**config.mk**
```make
export PLATFORM = sky130hd
export DESIGN_NAME = mcbw_top
export DESIGN_NICKNAME = d
export VERILOG_FILES = /design/src/verilog/mcbw_pkg.sv /design/src/verilog/mcbw_top.sv
export SDC_FILE = /design/constraint.sdc
export NUM_CORES = 1
export LEC_CHECK = 0
export ABC_CLOCK_PERIOD_IN_PS = 3000
export BUFFER_PORTS_ARGS = -buffer_cell sky130_fd_sc_hd__buf_2
export CAP_MARGIN = 20
export CORE_MARGIN = 2
export CORE_UTILIZATION = 55
export CTS_BUF_LIST = sky130_fd_sc_hd__clkbuf_4
export CTS_CLUSTER_DIAMETER = 80
export DETAILED_ROUTE_END_ITERATION = 7
export PLACE_DENSITY_LB_ADDON = 0.15
export SLEW_MARGIN = 20
export SYNTH_ARGS = -nofsm -noshare
export SYNTH_HDL_FRONTEND = slang
export SYNTH_SLANG_ARGS = --single-unit
```
**constraint.sdc**
```tcl
create_clock -name clk -period 3 [get_ports clk]
set_input_delay 0.15 -clock clk [delete_from_list [all_inputs] [get_ports clk]]
set_output_delay 0.15 -clock clk [all_outputs]
set_load 0.01 [all_outputs]
```
**src/verilog/mcbw_pkg.sv**
```systemverilog
package mcbw_pkg;

    // Clock and timing
    localparam int unsigned    CLK_MHZ         = 125;
    localparam int unsigned    INACT_MIN       = 4;
    localparam longint unsigned INACT_CYC      = 64'(INACT_MIN) * 64'd60 * 64'd1000000 * 64'(CLK_MHZ);
    localparam int unsigned    WK_FILTER_NS    = 1000;
    localparam int unsigned    WK_FILTER_CYC   = (WK_FILTER_NS * CLK_MHZ + 999) / 1000;
    localparam int unsigned    WK_TIMEOUT_US   = 1000;
    localparam int unsigned    WK_TIMEOUT_CYC  = WK_TIMEOUT_US * CLK_MHZ;

    // Register map
    localparam int unsigned    AXI_AW          = 8;
    localparam logic [7:0]     REG_CTRL        = 8'h00;
    localparam logic [7:0]     REG_STATUS      = 8'h04;
    localparam logic [7:0]     REG_FLAGS       = 8'h08;
    localparam logic [7:0]     REG_MASK        = 8'h0C;
    localparam logic [1:0]     RESP_OKAY       = 2'h0;
    localparam logic [1:0]     RESP_SLVERR     = 2'h2;

    // Control fields
    localparam int unsigned    CTL_MODE_LSB    = 0;
    localparam int unsigned    CTL_SWT_DIS     = 4;
    localparam int unsigned    CTL_WKRQ_IRQ    = 5;
    localparam int unsigned    CTL_TEST        = 6;
    localparam int unsigned    CTL_WDACT_LSB   = 8;
    localparam int unsigned    CTL_WDTRIG      = 10;
    localparam logic [1:0]     SEL_STANDBY     = 2'h1;
    localparam logic [1:0]     SEL_NORMAL      = 2'h2;
    localparam logic [1:0]     SEL_SLEEP       = 2'h3;
    localparam logic [1:0]     WDACT_RST       = 2'h0;
    localparam logic [1:0]     WDACT_IRQ       = 2'h0;
    localparam logic [1:0]     WDACT_STANDBY   = 2'h1;

    // Status fields
    localparam int unsigned    STS_MODE_LSB    = 0;
    localparam int unsigned    STS_BUS_WAKE_INDICATION        = 3;
    localparam int unsigned    STS_INACT       = 4;

    // Flag bits
    localparam int unsigned    NFLAGS          = 8;
    localparam int unsigned    FL_PWRON        = 0;
    localparam int unsigned    FL_BUS_WAKE     = 1;
    localparam int unsigned    FL_LOCAL_WAKE   = 2;
    localparam int unsigned    FL_IO_UV        = 3;
    localparam int unsigned    FL_LDO_UV       = 4;
    localparam int unsigned    FL_TSD          = 5;
    localparam int unsigned    FL_SLEEP_FAULT  = 6;
    localparam int unsigned    FL_WD           = 7;
    localparam logic [7:0]     FLAGS_RST       = 8'h01;
    localparam logic [7:0]     MASK_RST        = 8'h00;
    localparam logic [7:0]     SLEEP_KEEP      = 8'h40;
    localparam logic [7:0]     WAKE_BITS       = 8'h06;

    typedef enum logic [2:0] {MD_STANDBY, MD_NORMAL, MD_SLEEP, MD_TSD_PROT, MD_UV_PROT} mcbw_mode_t;
    typedef enum logic [2:0] {WK_IDLE, WK_REC, WK_DOM2, WK_BUS_WAKE_INDICATION, WK_WAIT_REC} mcbw_wk_t;

endpackage

```
**src/verilog/mcbw_top.sv**
```systemverilog
// Decided for this implementation: the AXI4-Lite register port and the register offsets.
`timescale 1ns/100ps
// How it works
// - Wake events move sleep to standby alone
// - Host selects normal, standby or sleep
// - Normal mode passes transmit and receive
// - Standby blocks transmit and normal receive
// - Standby keeps wake watch, bus, inhibit on
// - Wake request held low through standby unless the wake-request interrupt bit is set
// - One wake interrupt per sleep entry or normal-to-standby entry
// - After undervoltage, normal needs a cleared undervoltage flag
// - Power-up or wake starts inactivity timer
// - Inactivity expiry in standby returns sleep
// - Timer disable bit affects sleep wakes only
// - Sleep disables bus, inhibit, wipes config
// - Only wake or reset ends sleep
// - Fault-forced sleep sets sleep-cause bit
// - Bus wake raises interrupt and wake request
// - Pattern: dominant, recessive, dominant, all filtered
// - Short activity between phases is ignored
// - Indication drives receive low past filter
// - States under filter time never count
// - Pattern timeout waits recessive then restarts
// - Test mode keeps watchdog actions 00, 01
module mcbw_top
    import mcbw_pkg::*;
#(
    parameter int unsigned     FILT_CYC  = WK_FILTER_CYC,
    parameter int unsigned     TOUT_CYC  = WK_TIMEOUT_CYC,
    parameter longint unsigned INACT_LEN = INACT_CYC
) (
    // Clock and reset
    input  wire logic                           clk,
    input  wire logic                           rstn,
    // AXI4-Lite write address
    input  wire logic                           s_axi_awvalid,
    output      logic                           s_axi_awready,
    input  wire logic [mcbw_pkg::AXI_AW-1:0]    s_axi_awaddr,
    input  wire logic [2:0]                     s_axi_awprot,
    // AXI4-Lite write data and response
    input  wire logic                           s_axi_wvalid,
    output      logic                           s_axi_wready,
    input  wire logic [31:0]                    s_axi_wdata,
    input  wire logic [3:0]                     s_axi_wstrb,
    output      logic                           s_axi_bvalid,
    input  wire logic                           s_axi_bready,
    output      logic [1:0]                     s_axi_bresp,
    // AXI4-Lite read
    input  wire logic                           s_axi_arvalid,
    output      logic                           s_axi_arready,
    input  wire logic [mcbw_pkg::AXI_AW-1:0]    s_axi_araddr,
    input  wire logic [2:0]                     s_axi_arprot,
    output      logic                           s_axi_rvalid,
    input  wire logic                           s_axi_rready,
    output      logic [31:0]                    s_axi_rdata,
    output      logic [1:0]                     s_axi_rresp,
    // Bus side and controller side
    input  wire logic                           bus_rx_dominant,
    output      logic                           bus_tx_dominant,
    input  wire logic                           ctrl_tx,
    output      logic                           ctrl_rx,
    // Events and supplies
    input  wire logic                           local_pin_wake,
    input  wire logic                           io_supply_undervoltage,
    input  wire logic                           ldo_output_undervoltage,
    input  wire logic                           thermal_shutdown,
    input  wire logic                           wd_timeout,
    // Pins and watchdog control
    output      logic                           global_irq_out_n,
    output      logic                           wake_request_out_n,
    output      logic                           regulator_inhibit_out,
    output      logic                           watchdog_run,
    output      logic                           watchdog_trigger_bit,
    output      logic [1:0]                     watchdog_timeout_action
);
    import mcbw_pkg::*;

    mcbw_mode_t         mode_q;
    mcbw_wk_t           wk_q;
    logic               aw_have_q;
    logic               w_have_q;
    logic [AXI_AW-1:0]  awaddr_q;
    logic [31:0]        wdata_q;
    logic [3:0]         wstrb_q;
    logic               bvalid_q;
    logic [1:0]         bresp_q;
    logic               rvalid_q;
    logic [31:0]        rdata_q;
    logic [1:0]         rresp_q;
    logic               swt_dis_q;
    logic               wkrq_irq_q;
    logic               test_q;
    logic [1:0]         wdact_q;
    logic [NFLAGS-1:0]  flags_q;
    logic [NFLAGS-1:0]  flags_d;
    logic [NFLAGS-1:0]  mask_q;
    logic [NFLAGS-1:0]  fl_set;
    logic [NFLAGS-1:0]  fl_clr;
    logic               wake_armed_q;
    logic               inact_run_q;
    logic [39:0]        inact_cnt_q;
    logic               bus_prev_q;
    logic [31:0]        run_cnt_q;
    logic [31:0]        tout_cnt_q;
    logic               io_uv_prev_q;
    logic               wd_pulse_q;
    logic               wr_fire;
    logic               wr_ok;
    logic               wr_ctrl;
    logic               wr_flags;
    logic               wr_mask;
    logic               host_sel;
    logic [1:0]         sel;
    logic               same_state;
    logic               filt_hit;
    logic               wup_hit;
    logic               det_on;
    logic               det_clear;
    logic               wake_ev;
    logic               uv_ev;
    logic               inact_exp;
    logic               to_sleep;
    logic               sleep_fault;
    logic               standby_entry;
    logic [31:0]        rd_data;
    logic               rd_ok;

    // AXI4-Lite slave: address and data taken independently, answer after both
    assign s_axi_awready = !aw_have_q;
    assign s_axi_wready  = !w_have_q;
    assign s_axi_bvalid  = bvalid_q;
    assign s_axi_bresp   = bresp_q;
    assign s_axi_arready = !rvalid_q;
    assign s_axi_rvalid  = rvalid_q;
    assign s_axi_rdata   = rdata_q;
    assign s_axi_rresp   = rresp_q;

    assign wr_fire  = aw_have_q && w_have_q && !bvalid_q;
    assign wr_ok    = wr_fire && (mode_q != MD_SLEEP) && (mode_q != MD_UV_PROT);
    assign wr_ctrl  = wr_ok && (awaddr_q == REG_CTRL);
    assign wr_flags = wr_ok && (awaddr_q == REG_FLAGS) && wstrb_q[0];
    assign wr_mask  = wr_ok && (awaddr_q == REG_MASK) && wstrb_q[0];
    assign host_sel = wr_ctrl && wstrb_q[0];
    assign sel      = wdata_q[CTL_MODE_LSB +: 2];

    always_ff @(posedge clk or negedge rstn) begin
        if (!rstn) begin
            aw_have_q <= 1'b0;
            awaddr_q  <= '0;
        end else if (s_axi_awvalid && !aw_have_q) begin
            aw_have_q <= 1'b1;
            awaddr_q  <= s_axi_awaddr;
        end else if (wr_fire) begin
            aw_have_q <= 1'b0;
        end
    end

    always_ff @(posedge clk or negedge rstn) begin
        if (!rstn) begin
            w_have_q <= 1'b0;
            wdata_q  <= '0;
            wstrb_q  <= '0;
        end else if (s_axi_wvalid && !w_have_q) begin
            w_have_q <= 1'b1;
            wdata_q  <= s_axi_wdata;
            wstrb_q  <= s_axi_wstrb;
        end else if (wr_fire) begin
            w_have_q <= 1'b0;
        end
    end

    always_ff @(posedge clk or negedge rstn) begin
        if (!rstn) begin
            bvalid_q <= 1'b0;
            bresp_q  <= RESP_OKAY;
        end else if (wr_fire) begin
            bvalid_q <= 1'b1;
            bresp_q  <= (wr_ok && (awaddr_q == REG_CTRL || awaddr_q == REG_FLAGS || awaddr_q == REG_MASK ||
                         awaddr_q == REG_STATUS)) ? RESP_OKAY : RESP_SLVERR;
        end else if (s_axi_bready) begin
            bvalid_q <= 1'b0;
        end
    end

    always_comb begin
        rd_data = '0;
        rd_ok   = (mode_q != MD_SLEEP) && (mode_q != MD_UV_PROT);
        case (s_axi_araddr)
            REG_CTRL: begin
                rd_data[CTL_SWT_DIS]            = swt_dis_q;
                rd_data[CTL_WKRQ_IRQ]           = wkrq_irq_q;
                rd_data[CTL_TEST]               = test_q;
                rd_data[CTL_WDACT_LSB +: 2]     = wdact_q;
            end
            REG_STATUS: begin
                rd_data[STS_MODE_LSB +: 3]      = mode_q;
                rd_data[STS_BUS_WAKE_INDICATION]               = (wk_q == WK_BUS_WAKE_INDICATION);
                rd_data[STS_INACT]              = inact_run_q;
            end
            REG_FLAGS: rd_data[NFLAGS-1:0]      = flags_q;
            REG_MASK:  rd_data[NFLAGS-1:0]      = mask_q;
            default:   rd_ok                    = 1'b0;
        endcase
        if (!rd_ok) begin
            rd_data = '0;
        end
    end

    always_ff @(posedge clk or negedge rstn) begin
        if (!rstn) begin
            rvalid_q <= 1'b0;
            rdata_q  <= '0;
            rresp_q  <= RESP_OKAY;
        end else if (s_axi_arvalid && !rvalid_q) begin
            rvalid_q <= 1'b1;
            rdata_q  <= rd_data;
            rresp_q  <= rd_ok ? RESP_OKAY : RESP_SLVERR;
        end else if (s_axi_rready) begin
            rvalid_q <= 1'b0;
        end
    end

    // Bus wake detector: run counter measures how long the bus holds one state
    assign same_state = (bus_rx_dominant == bus_prev_q);
    assign filt_hit   = same_state && (run_cnt_q == 32'(FILT_CYC - 1));
    assign wup_hit    = (wk_q == WK_DOM2) && filt_hit && bus_rx_dominant;
    assign det_on     = (mode_q != MD_NORMAL);
    assign uv_ev      = io_supply_undervoltage && !io_uv_prev_q;
    assign det_clear  = !det_on || uv_ev;

    always_ff @(posedge clk or negedge rstn) begin
        if (!rstn) begin
            bus_prev_q <= 1'b0;
            run_cnt_q  <= '0;
        end else begin
            bus_prev_q <= bus_rx_dominant;
            if (!same_state) begin
                run_cnt_q <= '0;
            end else if (run_cnt_q != 32'hFFFFFFFF) begin
                run_cnt_q <= run_cnt_q + 32'h1;
            end
        end
    end

    always_ff @(posedge clk or negedge rstn) begin
        if (!rstn) begin
            wk_q       <= WK_IDLE;
            tout_cnt_q <= '0;
        end else if (det_clear) begin
            wk_q       <= WK_IDLE;
            tout_cnt_q <= '0;
        end else begin
            if (wk_q == WK_REC || wk_q == WK_DOM2) begin
                tout_cnt_q <= tout_cnt_q + 32'h1;
            end else begin
                tout_cnt_q <= '0;
            end
            case (wk_q)
                WK_IDLE:     if (filt_hit && bus_rx_dominant) wk_q <= WK_REC;
                WK_REC: begin
                    if (tout_cnt_q >= 32'(TOUT_CYC - 1)) wk_q <= WK_WAIT_REC;
                    else if (filt_hit && !bus_rx_dominant) wk_q <= WK_DOM2;
                end
                WK_DOM2: begin
                    if (tout_cnt_q >= 32'(TOUT_CYC - 1)) wk_q <= WK_WAIT_REC;
                    else if (wup_hit) wk_q <= WK_BUS_WAKE_INDICATION;
                end
                WK_WAIT_REC: if (filt_hit && !bus_rx_dominant) wk_q <= WK_IDLE;
                WK_BUS_WAKE_INDICATION:     wk_q <= WK_BUS_WAKE_INDICATION;
                default:     wk_q <= WK_IDLE;
            endcase
        end
    end

    // Receive, transmit paths; registered, so one cycle of latency each way
    always_ff @(posedge clk or negedge rstn) begin
        if (!rstn) begin
            bus_tx_dominant <= 1'b0;
            ctrl_rx         <= 1'b1;
        end else begin
            bus_tx_dominant <= (mode_q == MD_NORMAL) && !ctrl_tx;
            if (mode_q == MD_NORMAL) begin
                ctrl_rx <= !bus_rx_dominant;
            end else begin
                ctrl_rx <= !((wk_q == WK_BUS_WAKE_INDICATION || wup_hit) && bus_rx_dominant &&
                             (run_cnt_q >= 32'(FILT_CYC - 1)));
            end
        end
    end

    // Mode control
    // wake leaves sleep alone
    assign wake_ev       = (mode_q == MD_SLEEP) && (wup_hit || local_pin_wake);
    assign inact_exp     = inact_run_q && (mode_q == MD_STANDBY) && (inact_cnt_q >= 40'(INACT_LEN - 1));
    assign sleep_fault   = inact_exp;
    assign to_sleep      = (mode_q != MD_SLEEP) && (mode_q != MD_UV_PROT) && !uv_ev && !thermal_shutdown &&
                           (inact_exp || (host_sel && sel == SEL_SLEEP));
    assign standby_entry = wake_ev || (mode_q == MD_NORMAL && host_sel && sel == SEL_STANDBY) ||
                           (mode_q == MD_NORMAL && wd_timeout && wdact_q == WDACT_STANDBY);

    always_ff @(posedge clk or negedge rstn) begin
        if (!rstn) begin
            mode_q <= MD_STANDBY;
        end else begin
            case (mode_q)
                MD_STANDBY, MD_NORMAL: begin
                    if (uv_ev) mode_q <= MD_UV_PROT;
                    else if (thermal_shutdown) mode_q <= MD_TSD_PROT;
                    else if (to_sleep) mode_q <= MD_SLEEP;
                    else if (standby_entry) mode_q <= MD_STANDBY;
                    else if (host_sel && sel == SEL_NORMAL && !flags_q[FL_IO_UV]) mode_q <= MD_NORMAL;
                end
                MD_TSD_PROT: if (!thermal_shutdown) mode_q <= MD_STANDBY;
                MD_UV_PROT:  if (!io_supply_undervoltage) mode_q <= MD_STANDBY;
                MD_SLEEP:    if (wake_ev) mode_q <= MD_STANDBY;
                default:     mode_q <= MD_STANDBY;
            endcase
        end
    end

    // Inactivity window: runs from reset, and from sleep wakes unless disabled
    always_ff @(posedge clk or negedge rstn) begin
        if (!rstn) begin
            inact_run_q <= 1'b1;
            inact_cnt_q <= '0;
        end else if (wake_ev) begin
            inact_run_q <= !swt_dis_q;
            inact_cnt_q <= '0;
        end else if (to_sleep || (wr_flags && |wdata_q[NFLAGS-1:0]) ||
                     (host_sel && sel == SEL_NORMAL && !flags_q[FL_IO_UV])) begin
            inact_run_q <= 1'b0;
            inact_cnt_q <= '0;
        end else if (inact_run_q && mode_q == MD_STANDBY) begin
            inact_cnt_q <= inact_cnt_q + 40'h1;
        end
    end

    // Configuration, wiped on sleep entry except the timer disable bit
    always_ff @(posedge clk or negedge rstn) begin
        if (!rstn) begin
            swt_dis_q  <= 1'b0;
            wkrq_irq_q <= 1'b0;
            test_q     <= 1'b0;
            wdact_q    <= WDACT_RST;
            mask_q     <= MASK_RST;
        end else if (to_sleep) begin
            wkrq_irq_q <= 1'b0;
            test_q     <= 1'b0;
            wdact_q    <= WDACT_RST;
            mask_q     <= MASK_RST;
        end else begin
            if (host_sel) begin
                swt_dis_q  <= wdata_q[CTL_SWT_DIS];
                wkrq_irq_q <= wdata_q[CTL_WKRQ_IRQ];
                test_q     <= wdata_q[CTL_TEST];
            end
            if (wr_ctrl && wstrb_q[1] && (!(wstrb_q[0] ? wdata_q[CTL_TEST] : test_q) ||
                                         !wdata_q[CTL_WDACT_LSB + 1])) begin
                wdact_q <= wdata_q[CTL_WDACT_LSB +: 2];
            end
            if (wr_mask) begin
                mask_q <= wdata_q[NFLAGS-1:0];
            end
        end
    end

    always_ff @(posedge clk or negedge rstn) begin
        if (!rstn) begin
            watchdog_trigger_bit <= 1'b0;
        end else begin
            watchdog_trigger_bit <= wr_ctrl && wstrb_q[1] && wdata_q[CTL_WDTRIG];
        end
    end

    // Flags: set wins over a same-cycle clear
    // one wake interrupt per entry
    always_comb begin
        fl_set                 = '0;
        fl_set[FL_BUS_WAKE]    = wake_armed_q && wup_hit && (mode_q == MD_SLEEP || mode_q == MD_STANDBY);
        fl_set[FL_LOCAL_WAKE]  = wake_armed_q && local_pin_wake && (mode_q == MD_SLEEP || mode_q == MD_STANDBY);
        fl_set[FL_IO_UV]       = uv_ev;
        fl_set[FL_LDO_UV]      = ldo_output_undervoltage;
        fl_set[FL_TSD]         = thermal_shutdown;
        fl_set[FL_SLEEP_FAULT] = sleep_fault;
        fl_set[FL_WD]          = wd_timeout && (mode_q == MD_STANDBY || mode_q == MD_NORMAL || mode_q == MD_TSD_PROT);
        fl_clr                 = wr_flags ? wdata_q[NFLAGS-1:0] : '0;
        flags_d                = flags_q & ~fl_clr;
        if (to_sleep) begin
            flags_d = flags_d & SLEEP_KEEP;
        end
        flags_d = flags_d | fl_set;
    end

    always_ff @(posedge clk or negedge rstn) begin
        if (!rstn) begin
            flags_q      <= FLAGS_RST;
            io_uv_prev_q <= 1'b0;
        end else begin
            flags_q      <= flags_d;
            io_uv_prev_q <= io_supply_undervoltage;
        end
    end

    always_ff @(posedge clk or negedge rstn) begin
        if (!rstn) begin
            wake_armed_q <= 1'b1;
        end else if (to_sleep || (mode_q == MD_NORMAL && standby_entry)) begin
            wake_armed_q <= 1'b1;
        end else if (fl_set[FL_BUS_WAKE] || fl_set[FL_LOCAL_WAKE]) begin
            wake_armed_q <= 1'b0;
        end
    end

    // Pins, driven from flops
    always_ff @(posedge clk or negedge rstn) begin
        if (!rstn) begin
            global_irq_out_n      <= 1'b0;
            wake_request_out_n    <= 1'b0;
            regulator_inhibit_out <= 1'b1;
            watchdog_run          <= 1'b0;
            wd_pulse_q            <= 1'b0;
        end else begin
            wd_pulse_q <= wd_timeout && wdact_q == WDACT_STANDBY;
            global_irq_out_n      <= (mode_q == MD_SLEEP || mode_q == MD_UV_PROT) ? 1'b1 :
                                     !(|(flags_d & ~mask_q));
            if (mode_q == MD_SLEEP && !wake_ev) begin
                wake_request_out_n <= 1'b1;
            end else if (wkrq_irq_q) begin
                wake_request_out_n <= !(|(flags_d & ~mask_q & WAKE_BITS));
            end else begin
                wake_request_out_n <= 1'b0;
            end
            regulator_inhibit_out <= (mode_q != MD_SLEEP) && (mode_q != MD_UV_PROT) && !to_sleep && !wd_pulse_q;
            watchdog_run          <= (mode_q != MD_SLEEP) && (mode_q != MD_UV_PROT);
        end
    end

    assign watchdog_timeout_action = wdact_q;

endmodule // mcbw_top

```
==> out/results.ini <==
[run_status]
status=completed

[layout]
drive_gt1_frac=0.148
n_fill_cell=1383
finalInstanceArea_um2=10500
area_growth_pct=13.8
nNetsFinal=1163

[worst_setup_path]
crit_path_end_kind=flip-flop
worst-r2r-setup-slack_ns=0.19
cp_max_fo=27
ff2ff_path_depth=8
crit_arrival_ns=3.25
start_kind=flip-flop
cp_data_required_time_ns=3.44
critPathKind=reg2reg
r2r_end=global_irq_out_n
r2r-start=inact_cnt_q[20]

[route]
viasPerCell=5.62
drc=0
drt_iter0_markers=500
vias=7428
routedWlPerCell_um=15.3
drtAntennaViolNets=0
drt_first_pass_iters=5
wirelength_um=20200

[sta]
report.final.slew_viol_count=0
rsz0062_at_grt=no
finalHoldViolCount=0
tightest_slew_ns=0.923
worst_clock_skew_ns=0.0215
setup_viol=0
layout_setup_ws_ns=0.194
setup_tns_ns=0
fmaxAchievable_ghz=0.356
period_needed_ns=2.81
fin_crit_sh=0.935
slew_headroom=0.385

[floorplan]
die_area_um2=17800
rows=47
core_um2=16500
die_y_um=134
ios=122
die_w_um=134
initial_core_util=0.560

[place]
place_hpwl_um=13600
place_area_um2=9820
port-buffer-count=68
preCtsSetupSlack_ns=0.227
place.gp.congestion=0.832

[power_and_ir_drop]
leakage_nw=4.53
p_per_area_nw_per_um2=527
p_total_w=0.00553
max-vdd-ir-drop_uv=336

[clock_tree]
cts_sinks=180
clk_latency_ns=0.56
clk_pin_slew_ns=0.15
clockRootBuffer=clkbuf_4
cts_tree=built
h-tree-depth=4
clock_path_buffers=2
numCtsBuffers=17
post_cts_buffers=0

[logic_synthesis]
postSynthAreaPerCell_um2=9.46
ys_ff_latch=180
synth-edff-count=0
netlist_instances=975
yosysSeqAreaShare=0.489
netlist_area_um2=9230
yosys_warnings=0
synthFlopType=dfrtp_1
async_flop_share=1.00
synthDistinctLibCells=63

[global_route]
grt_use_total=0.235
gr-total-overflow=0
grt_pass1_vias=7158
grt_pass1_wl_um=34100
antenna_found_initial=1
grt_max_degree=64

[run]
maxCapViolations=0

[min_path]
min_path_type=in2async

cell type report:
| class | count | area [um2] | area share |
|---|---|---|---|
| diodes | 1 | 2.50 | 0.000238 |
| clock buffers | 17 | 128 | 0.0122 |
| clock inverters | 15 | 155 | 0.0148 |
| inverters | 19 | 71.3 | 0.00679 |
| multi-input cells | 739 | 4410 | 0.420 |
| flip-flops and latches | 180 | 4510 | 0.430 |
| well taps | 220 | 275 | 0.0262 |
| repair buffers | 130 | 945 | 0.0900 |
layer usage:
metal  wire, um  GRT usage  vias up  part of all wire
met3        890     0.0502       29             0.044
li1           -          -     3616                 -
met2       9480      0.370      174              0.47
met4        376     0.0691        0             0.019
met1       9450      0.332     3609              0.47
met5          0          0        -                 0
what timing repair did:
item,in CTS,in global routing
gates resized for setup,0,1
hold endpoints to repair,100,1
hold buffers,37,1
setup endpoints to repair,0,42
cells in the mapped netlist, types with 3 or more instances:
master     count  share of area
a2111oi_0      3         0.0028
a211oi_1       6         0.0049
a21o_1         3         0.0024
a21oi_1       44          0.024
a22oi_1        4         0.0033
and2_1         4         0.0027
and3_1        22          0.015
and3b_1        4         0.0038
and4_1        18          0.017
buf_2          3         0.0016
buf_4         29          0.024
clkbuf_1      28          0.011
dfrtp_1      175           0.47
dfstp_2        5          0.014
ha_1           4         0.0054
inv_1         19         0.0077
mux2_2        26          0.032
mux2i_1        5         0.0054
nand2_1      103          0.042
nand3_1       50          0.027
nand3b_1       4         0.0033
nand4_1       33          0.022
nand4b_1       3         0.0028
nor2_1       137          0.056
nor2b_1        7         0.0047
nor3_1        25          0.014
nor3b_1        3         0.0024
nor4_1        16          0.011
o211ai_1       4         0.0033
o21ai_0       36          0.020
o21ai_1        3         0.0016
o21bai_1       4         0.0033
o22ai_1        5         0.0034
o31ai_1        8         0.0065
or3_1         13         0.0088
xnor2_1       46          0.044
xor2_1        39          0.037
power breakdown:
| part | total (W) | leakage (nW) | internal [W] | switching, W |
|---|---|---|---|---|
| Sequential | 0.00302 | 2.34 | 0.00273 | 0.000289 |
| Combinational | 0.00116 | 2.05 | 0.000505 | 0.000650 |
| Clock | 0.00136 | 0.146 | 0.000501 | 0.000857 |
| Total | 0.00553 | 4.53 | 0.00373 | 0.00180 |
stage by stage:
step	hold WS, ns	instances	utilization
6_report	0.128	1321	0.637
5_1_grt	0.0966	1321	0.637
4_1_cts	0.0111	1319	0.636
3_5_place_dp	0.177	1250	0.597
3_3_place_gp	0.176	1250	0.597
2_1_floorplan	-0.146	998	-
how the worst max path moves through the flow:
stage,from,to,cells after the start
after floorplan,inact_cnt_q[20],inact_cnt_q[9],9
after global placement,awaddr_q[1],global_irq_out_n,8
after detailed placement,inact_cnt_q[20],global_irq_out_n,8
after CTS,inact_cnt_q[20],global_irq_out_n,8
after global routing,wstrb_q[0],inact_cnt_q[37],8
final,inact_cnt_q[20],global_irq_out_n,8
sequential cells by signal (all words and copies together) (netlist names), 2 cells and up:
register / cells
watchdog_timeout_action: 2
mode_q: 3
tout_cnt_q: 32
wk_q: 3
awaddr_q: 8
mask_q: 8
inact_cnt_q: 40
wstrb_q: 2
s_axi_rdata: 10
flags_q: 8
wdata_q: 11
run_cnt_q: 32
worst max-delay path, cell delays in order, from the launching register on:
cell and delay, ns:
dfrtp_1 0.46, or3_1 0.43, or3b_1 0.38, o32ai_2 0.20
o21ai_1 0.18, a2111oi_4 0.42, buf_12 0.23, a41oi_1 0.07
o41ai_1 0.31
kinds of logic after synthesis:
logic type	count (synthesis)	synth area share
AO/OA/AOI/OAI	141	0.0978
XOR/XNOR	85	0.0807
adder cells (fa/ha/maj)	4	0.00543
multiplexers	32	0.0396
AND/OR/NAND/NOR	453	0.243
flip-flops	180	0.489
buffers and inverters	79	0.0444
other	1	0.000406
cells in the final DEF, fill, tap and decap left out, types with 22 or more instances in the layout:
master	netlist	layout
dfrtp_1	175	175
nor2_1	137	137
nand2_1	103	103
buf_2	3	67
nand3_1	50	50
xnor2_1	46	46
a21oi_1	44	44
xor2_1	39	38
dlygate4sd3_1	0	38
o21ai_0	36	36
nand4_1	33	33
mux2_2	26	26
nor3_1	25	25
conb_1	1	24
and3_1	22	22
(Power assumes the default switching activity.)
